===== config.mk =====
export PLATFORM = sky130hd
export DESIGN_NAME = window_watchdog
export DESIGN_NICKNAME = d
export VERILOG_FILES = /design/src/verilog/window_watchdog_pkg.sv /design/src/verilog/window_watchdog.sv
export SDC_FILE = /design/constraint.sdc
export NUM_CORES = 1
export LEC_CHECK = 0
export ABC_CLOCK_PERIOD_IN_PS = 2450
export BUFFER_PORTS_ARGS = -buffer_cell sky130_fd_sc_hd__buf_2
export CAP_MARGIN = 20
export CORE_MARGIN = 2
export CORE_UTILIZATION = 45
export CTS_BUF_LIST = sky130_fd_sc_hd__clkbuf_4
export CTS_CLUSTER_SIZE = 40
export DETAILED_ROUTE_END_ITERATION = 7
export GPL_TIMING_DRIVEN = 1
export PLACE_DENSITY_LB_ADDON = 0.2
export SYNTH_ARGS = -nofsm -noshare
export SYNTH_HDL_FRONTEND = slang
export SYNTH_SLANG_ARGS = --single-unit

===== constraint.sdc =====
create_clock -name sys_clk_i -period 2.45 [get_ports sys_clk_i]
set_clock_uncertainty 0.15 [all_clocks]
set_input_delay 0.245 -clock sys_clk_i [delete_from_list [all_inputs] [get_ports sys_clk_i]]
set_output_delay 0.245 -clock sys_clk_i [all_outputs]
set_load 0.03 [all_outputs]

===== src/verilog/window_watchdog_pkg.sv =====
// Constants, register map and state layout of the window watchdog.
package window_watchdog_pkg;

  // ----------------------------------------------------------------
  // Register map (byte addresses on the Avalon-MM slave)
  // ----------------------------------------------------------------
  localparam logic [3:0] WD_CONTROL_OFS = 4'h0;
  localparam logic [3:0] WINDOW_LIMIT_OFS = 4'h4;
  localparam logic [3:0] WD_STATUS_OFS = 4'h8;

  // ----------------------------------------------------------------
  // Field positions and reset values
  // ----------------------------------------------------------------
  localparam int ACTIVATION_BIT_POS = 7;
  localparam int COUNTER_TOP_BIT_POS = 6;
  localparam int STAT_ENABLED_POS = 0;
  localparam int STAT_RESETTING_POS = 1;
  localparam logic [6:0] COUNTER_RST_VAL = 7'h7F;
  localparam logic [6:0] WINDOW_RST_VAL = 7'h7F;
  localparam logic [6:0] COUNTER_EXPIRE_VAL = 7'h40;

  // ----------------------------------------------------------------
  // Timing
  // ----------------------------------------------------------------
  localparam int CLK_MHZ = 250;
  localparam int RST_PULSE_NS = 30000;
  localparam int RST_PULSE_CYC_DEF = RST_PULSE_NS * CLK_MHZ / 1000;
  // One prescaler period is 256 units of 64 oscillator ticks (16384 ticks).
  localparam int PRESC_UNIT_DEF = 64;
  localparam int PRESC_UNITS = 256;
  localparam int PRESC_MIN_BASE = 128;
  localparam int OSC_DIV_DEF = 31;

  // Phase offset (in prescaler units) per timebase selection.
  localparam logic [7:0] TB_LSB_0 = 8'h3B;
  localparam logic [7:0] TB_LSB_1 = 8'h35;
  localparam logic [7:0] TB_LSB_2 = 8'h23;
  localparam logic [7:0] TB_LSB_3 = 8'h36;

  // ----------------------------------------------------------------
  // Types
  // ----------------------------------------------------------------
  typedef enum logic {
    ST_RUN = 1'b0,
    ST_PULSE = 1'b1
  } wd_state_e;

  typedef struct packed {
    wd_state_e st;
    logic [7:0] osc_div;
    logic [11:0] unit_cnt;
    logic [7:0] unit_idx;
    logic [7:0] guard;
    logic guard_on;
    logic owed;
    logic act;
    logic [6:0] cnt;
    logic [6:0] win;
    logic [15:0] pulse_cnt;
    logic ack;
    logic [31:0] rdata;
  } wd_state_s;

  typedef struct packed {
    logic [3:0] address;
    logic read;
    logic write;
    logic [3:0] byteenable;
    logic [31:0] writedata;
  } avmm_req_s;

endpackage


===== src/verilog/window_watchdog.sv =====
// Window watchdog with Avalon-MM register access.
`timescale 1ns/1ps
`default_nettype none

// Low-power modes are not modelled: the counter never pauses, so a system
// that stops the CPU in halt must gate this block's clock itself.
module window_watchdog
  import window_watchdog_pkg::*;
#(
  parameter int RST_PULSE_CYC = RST_PULSE_CYC_DEF,
  parameter int PRESC_UNIT = PRESC_UNIT_DEF,
  parameter int OSC_DIV = OSC_DIV_DEF
) (
  // Everything runs on one clock with a synchronous reset.
  input wire logic sys_clk_i,
  input wire logic sys_rst_i,
  // Software reaches the registers through this Avalon-MM slave.
  input wire logic [3:0] avs_address_i,
  input wire logic avs_read_i,
  input wire logic avs_write_i,
  input wire logic [3:0] avs_byteenable_i,
  input wire logic [31:0] avs_writedata_i,
  output logic [31:0] avs_readdata_o,
  output logic avs_waitrequest_o,
  // Option byte levels, the timebase choice and the CPU's HALT report.
  input wire logic hw_watchdog_opt_i,
  input wire logic halt_reset_option_i,
  input wire logic [1:0] timebase_select_i,
  input wire logic halt_exec_i,
  output logic halt_enter_o,
  // The reset request is active low and comes from a register.
  output logic wd_reset_n_o
);

  // ----------------------------------------------------------------
  // State and combinational terms
  // ----------------------------------------------------------------
  wd_state_s s_r;
  wd_state_s s_nxt;
  avmm_req_s req;
  // Activation, prescaler enables and the step strobe follow.
  logic active;
  logic osc_tick;
  logic unit_tick;
  logic wrap;
  logic step;
  logic ctl_wr;
  logic win_wr;
  logic [7:0] tb_lsb;
  logic [7:0] min_units;
  // The terms below are the new activation bit, the reset causes and their union.
  logic new_act;
  logic expire;
  logic bad_window;
  logic soft_rst;
  logic halt_rst;
  logic fire;
  // Bus qualifier, the two prescaler step paths and the read word.
  logic bus_req;
  logic wrap_step;
  logic late_step;
  logic [31:0] rd_word;

  // The raw Avalon-MM inputs travel together as one request word.
  assign req = '{
    address: avs_address_i,
    read: avs_read_i,
    write: avs_write_i,
    byteenable: avs_byteenable_i,
    writedata: avs_writedata_i
  };
  assign bus_req = req.read || req.write;

  // Hardware option overrides the software bit entirely.
  assign active = hw_watchdog_opt_i | s_r.act;

  // Each timebase sets how early the first step may fall after a write.
  always_comb begin
    unique case (timebase_select_i)
      2'b00: tb_lsb = TB_LSB_0;
      2'b01: tb_lsb = TB_LSB_1;
      2'b10: tb_lsb = TB_LSB_2;
      2'b11: tb_lsb = TB_LSB_3;
    endcase
  end
  assign min_units = tb_lsb + 8'(PRESC_MIN_BASE);

  // ----------------------------------------------------------------
  // Prescaler chain: oscillator enable, 64-tick units, 256-unit period
  // ----------------------------------------------------------------
  assign osc_tick = (s_r.osc_div == 8'(OSC_DIV - 1));
  assign unit_tick = osc_tick && (s_r.unit_cnt == 12'(PRESC_UNIT - 1));
  assign wrap = unit_tick && (s_r.unit_idx == 8'(PRESC_UNITS - 1));

  // ----------------------------------------------------------------
  // Bus decode; action happens in the cycle waitrequest is low
  // ----------------------------------------------------------------
  assign ctl_wr = req.write && s_r.ack && req.byteenable[0] &&
                  (req.address == WD_CONTROL_OFS);
  assign win_wr = req.write && s_r.ack && req.byteenable[0] &&
                  (req.address == WINDOW_LIMIT_OFS);
  assign avs_waitrequest_o = (req.read || req.write) && !s_r.ack;
  assign avs_readdata_o = s_r.rdata;

  // ----------------------------------------------------------------
  // Activation
  // ----------------------------------------------------------------
  // Writing zero to the activation bit changes nothing.
  assign new_act = s_r.act | req.writedata[ACTIVATION_BIT_POS];

  // ----------------------------------------------------------------
  // Reset causes
  // ----------------------------------------------------------------
  // The guard delays a step owed by an early wrap, so the decrement itself
  // is what a step means whichever path produced it.
  assign wrap_step = wrap && !s_r.guard_on;
  // A wrap that lands on the very unit where the guard runs out is taken
  // there and then; deferring it again would stretch the wait past one
  // full period.
  assign late_step = s_r.guard_on && (s_r.guard == 8'h01) && unit_tick &&
                     (s_r.owed || wrap);
  assign step = wrap_step || late_step;
  assign expire = active && step && !ctl_wr &&
                  (s_r.cnt == COUNTER_EXPIRE_VAL);
  assign bad_window = ctl_wr && (hw_watchdog_opt_i | new_act) &&
                      (s_r.cnt > s_r.win);
  assign soft_rst = ctl_wr && (hw_watchdog_opt_i | new_act) &&
                    !req.writedata[COUNTER_TOP_BIT_POS];
  assign halt_rst = halt_exec_i && active && halt_reset_option_i;
  // The CPU may enter halt only when no halt reset is due.
  assign halt_enter_o = halt_exec_i && !halt_rst;
  assign fire = expire ||
                bad_window ||
                soft_rst ||
                halt_rst;

  // ----------------------------------------------------------------
  // Read multiplexer
  // ----------------------------------------------------------------
  // Unmapped offsets read as zero; this bus has no error response.
  always_comb begin
    rd_word = 32'h0000_0000;
    unique case (req.address)
      WD_CONTROL_OFS: begin
        rd_word[ACTIVATION_BIT_POS] = s_r.act;
        rd_word[COUNTER_TOP_BIT_POS:0] = s_r.cnt;
      end
      WINDOW_LIMIT_OFS: begin
        rd_word[6:0] = s_r.win;
      end
      WD_STATUS_OFS: begin
        rd_word[STAT_ENABLED_POS] = active;
        rd_word[STAT_RESETTING_POS] = (s_r.st == ST_PULSE);
      end
      default: begin
        rd_word = 32'h0000_0000;
      end
    endcase
  end

  // ----------------------------------------------------------------
  // Next state
  // ----------------------------------------------------------------
  always_comb begin
    s_nxt = s_r;

    // Prescaler is never cleared on a write; only a deferred step below restarts its period.
    if (osc_tick) begin
      s_nxt.osc_div = 8'h00;
    end else begin
      s_nxt.osc_div = s_r.osc_div + 8'h01;
    end
    if (osc_tick) begin
      s_nxt.unit_cnt = unit_tick ? 12'h000 : s_r.unit_cnt + 12'h001;
    end
    if (unit_tick) begin
      s_nxt.unit_idx = s_r.unit_idx + 8'h01;
    end
    // A deferred step starts a fresh period, so the step after it is one
    // whole period later and not at the old, nearer phase.
    if (late_step && s_r.owed) begin
      s_nxt.unit_idx = 8'h00;
    end

    // Guard window after a counter write: a wrap that comes too early is
    // held back until the least time has passed, never beyond one period.
    if (s_r.guard_on && unit_tick) begin
      s_nxt.guard = s_r.guard - 8'h01;
      if (s_r.guard == 8'h01) begin
        s_nxt.guard_on = 1'b0;
        s_nxt.owed = 1'b0;
      end
    end
    if (s_r.guard_on && wrap && s_r.guard != 8'h01) begin
      s_nxt.owed = 1'b1;
    end

    // Counter free-runs regardless of activation; wraps at zero.
    if (step) begin
      s_nxt.cnt = s_r.cnt - 7'h01;
    end

    if (ctl_wr) begin
      s_nxt.act = new_act;
      s_nxt.cnt = req.writedata[6:0];
      s_nxt.guard = min_units;
      s_nxt.guard_on = 1'b1;
      s_nxt.owed = 1'b0;
    end
    // Only the low seven bits of the window limit are kept.
    if (win_wr) begin
      s_nxt.win = req.writedata[6:0];
    end

    // Reset pulse generator. A cause that comes while the pulse runs is
    // dropped, since the chip is being reset anyway.
    unique case (s_r.st)
      ST_RUN: begin
        if (fire) begin
          s_nxt.st = ST_PULSE;
          s_nxt.pulse_cnt = 16'(RST_PULSE_CYC - 1);
        end
      end
      ST_PULSE: begin
        if (s_r.pulse_cnt == 16'h0000) begin
          s_nxt.st = ST_RUN;
        end else begin
          s_nxt.pulse_cnt = s_r.pulse_cnt - 16'h0001;
        end
      end
    endcase

    // Bus answer: one wait cycle, read data captured for the answer edge.
    s_nxt.ack = bus_req && !s_r.ack;
    if (bus_req && !s_r.ack) begin
      s_nxt.rdata = req.read ? rd_word : 32'h0000_0000;
    end
  end

  // ----------------------------------------------------------------
  // State register
  // ----------------------------------------------------------------
  always_ff @(posedge sys_clk_i) begin
    if (sys_rst_i) begin
      s_r <= '{
        st: ST_RUN,
        osc_div: 8'h00,
        unit_cnt: 12'h000,
        unit_idx: 8'h00,
        guard: 8'h00,
        guard_on: 1'b0,
        owed: 1'b0,
        act: 1'b0,
        cnt: COUNTER_RST_VAL,
        win: WINDOW_RST_VAL,
        pulse_cnt: 16'h0000,
        ack: 1'b0,
        rdata: 32'h0000_0000
      };
    end else begin
      s_r <= s_nxt;
    end
  end

  // ----------------------------------------------------------------
  // Reset request output
  // ----------------------------------------------------------------
  // Taken straight from the state register, so the pin never glitches.
  assign wd_reset_n_o = (s_r.st != ST_PULSE);

endmodule // window_watchdog

`default_nettype wire


==> impl_metrics.py <==
metrics = {
    "cells_and_area": {
        "final_common_cell": "dfxtp_1",
        "syn_to_final_growth_pct": 15.0,
        "num_antenna_cells": 0,
        "fin_nets": 627,
        "drive_gt1_share_pct": 18.0,
        "final_area_mm2": 0.00496,
        "final_cell_mix": "dfxtp_1, nor2_1, nand2_1, buf_2, buf_4",
        "fillers": 886,
        "final_util_pct": 53.4,
    },
    "grt": {
        "track_usage_pct": 19.2,
        "grt_antenna_before_repair": 0,
        "grt_overflow_total": 0,
        "first_global_vias": 3517,
        "grt_max_degree": 26,
        "grt_pass1_wl_mm": 16.2,
    },
    "routing": {
        "wl_met1_mm": 4.53,
        "drt-pass1-iter-count": 5,
        "drt_iter0_markers": 180,
        "wl_met2_mm": 4.35,
        "drc": 0,
        "vias": 3698,
        "wl_met3_um": 403,
        "drtAntennaViolNets": 0,
        "top_layer_used": "met4",
        "vias_per_cell": 5.31,
        "drt-wirelength-per-cell_um": 13.4,
        "wl_mm": 9.35,
    },
    "cts": {
        "cts_buffer_depth": 2,
        "clk_pin_slew_worst_paths_ns": 0.12,
        "post_cts_buffers": 0,
        "cts_max_level": 3,
        "cts_num_sinks": 79,
        "clk_latency_ns": 0.42,
        "cts_buffers": 9,
        "cts_tree": "done",
        "ctsRootBufferMaster": "clkbuf_4",
    },
    "place": {
        "dpl_cell_area_mm2": 0.00464,
        "port_buffers": 32,
        "dp_hpwl_mm": 6.84,
        "gp_congestion": 0.876,
        "place_ws_ns": 0.0559,
    },
    "critical_path": {
        "arrival_ns": 2.53,
        "critPathLaunchType": "flip-flop",
        "cp_num_buf_inv": 1,
        "slowest_stage": "a2111oi_4",
        "critPathCaptureType": "flip-flop",
        "crit_path_max_incr_delay_ns": 0.38,
        "cp.required_ns": 2.65,
        "timing.critical_path.cells": "ha_1 > nand3_1 > or3_4 > a2111oi_4 > a31oi_2 > buf_4 > a211o_1 > a21oi_1",
        "critPathKind": "reg -> reg",
        "critPathMaxFanout": 4,
        "crit_family": "compound AO/OA/AOI/OAI gates",
    },
    "timing": {
        "max_freq_mhz": 429,
        "fin_ws_ns": 0.121,
        "tightest_slew_ns": 0.763,
        "slew_headroom_pct": 49.0,
        "fin_tns_setup_ns": 0,
        "finalCritPeriodShare_pct": 95.1,
        "period_minus_slack_ns": 2.33,
        "hold_viol": 0,
        "slew_viol_final": 0,
        "final-setup-viol-count": 0,
    },
    "power_and_ir_drop": {
        "power_density_mw_per_mm2": 564,
        "leakagePower_nw": 2.03,
        "ir_worst_vdd_mv": 0.319,
        "total_power_mw": 2.80,
    },
    "synthesis": {
        "synth_cell_types": 69,
        "yosys_most_used_dff": "dfxtp_1",
        "syn_area_mm2": 0.00431,
        "synth_edf_count": 0,
        "synth_warnings": 0,
        "syn_inst": 505,
        "syn_avg_cell_area_um2": 8.54,
        "ys_seq_elements": 79,
        "yosysSeqAreaShare_pct": 36.7,
        "async_flop_share_pct": 0,
    },
    "die": {
        "die_h_um": 102,
        "initial_core_util_pct": 46.5,
        "rows": 35,
        "die_area_mm2": 0.0104,
        "top_level_ports": 84,
        "fp.dieW_um": 102,
        "core_mm2": 0.00928,
    },
    "min_path": {
        "hold_class": "in -> reg",
    },
    "job": {
        "drv_cap": 0,
    },
    "outcome": {
        "status": "finished clean",
    },
}
[logic make-up after synthesis]
logic type | after synthesis | share of synthesized area (%)
simple gates | 208 | 25.9
compound gates | 91 | 15.1
flops | 79 | 36.7
buf+inv | 71 | 9.52
xor+xnor | 34 | 6.90
fa+ha+maj | 15 | 4.35
mux | 6 | 1.42
other cells | 1 | 0.0869
[final cells by class]
type | instances | area, um^2 | area share [%]
multi-input cells | 378 | 2450 | 49.3
flip-flops and latches | 79 | 1580 | 31.9
repair buffers | 74 | 504 | 10.2
well taps | 129 | 161 | 3.25
clock inverters | 5 | 106 | 2.14
clock buffers | 11 | 82.6 | 1.66
inverters | 21 | 78.8 | 1.59
[per-stage QoR]
step	instances	hold slack, ns
final	697	0.0613
after global routing	697	0.0432
after CTS	697	0.0151
after detailed placement	671	0.317
after global placement	671	0.303
after floorplan	528	0.223
[repair_timing]
item | 4_1_cts | 5_1_grt
hold buffers | 10 | 0
endpoints found under the hold margin | 14 | 0
endpoints found under the setup margin | 0 | 29
gates resized for setup | 0 | 5
[worst register-to-register path: cells and delay by family, from the launching register on]
family | cells | cell delay, ns
simple gates | 2 | 0.50
buf+inv | 1 | 0.16
flops | 1 | 0.35
compound gates | 4 | 0.90
fa+ha+maj | 1 | 0.22
[metal layers]
layer  GRT usage [%]  vias up
li1                -     1882
met1            26.7     1717
met2            31.2       92
met3            3.42        7
met4            4.72        0
met5               0        -
[worst paths after layout]
| check | startpoint | to | depth (start not counted) | slack, ns |
|---|---|---|---|---|
| setup / recovery | s_r[74] | s_r[33] | 8 | 0.12 |
| hold / removal | sys_rst_i | s_r[84] | 2 | 0.06 |
| setup reg to reg | s_r[74] | s_r[33] | 8 | 0.12 |
| hold reg to reg | s_r[83] | s_r[83] | 2 | 0.33 |
[cell usage after synthesis, types with 4 or more instances]
cell	number	share of area (%)
nand4_1	19	2.8
a211oi_1	8	1.4
and3_1	8	1.2
nand2_1	32	2.8
o31ai_1	4	0.70
xnor2_1	11	2.2
nor2_1	63	5.5
inv_1	20	1.7
a222oi_1	5	1.2
nor3_1	13	1.5
a21oi_1	16	1.9
xor2_1	23	4.7
buf_4	32	5.6
nand3b_1	5	0.87
nand3_1	15	1.7
nor4_1	9	1.3
a31oi_1	9	1.3
dfxtp_1	79	37
nor3b_1	4	0.70
or3_1	6	0.87
o21ai_0	13	1.5
mux2i_1	5	1.2
and2_1	7	1.0
ha_1	15	4.4
clkbuf_1	11	0.96
o211ai_1	8	1.4
[power breakdown]
part           internal, mW  total [mW]  switching, mW
registers              1.32        1.36         0.0400
logic                 0.180       0.449          0.269
clock network         0.542       0.985          0.443
[registers in the layout, summed over array words and instances (netlist names)]
signal / flops
avs_readdata_o: 8
s_r: 71
(Power assumes the default switching activity.)
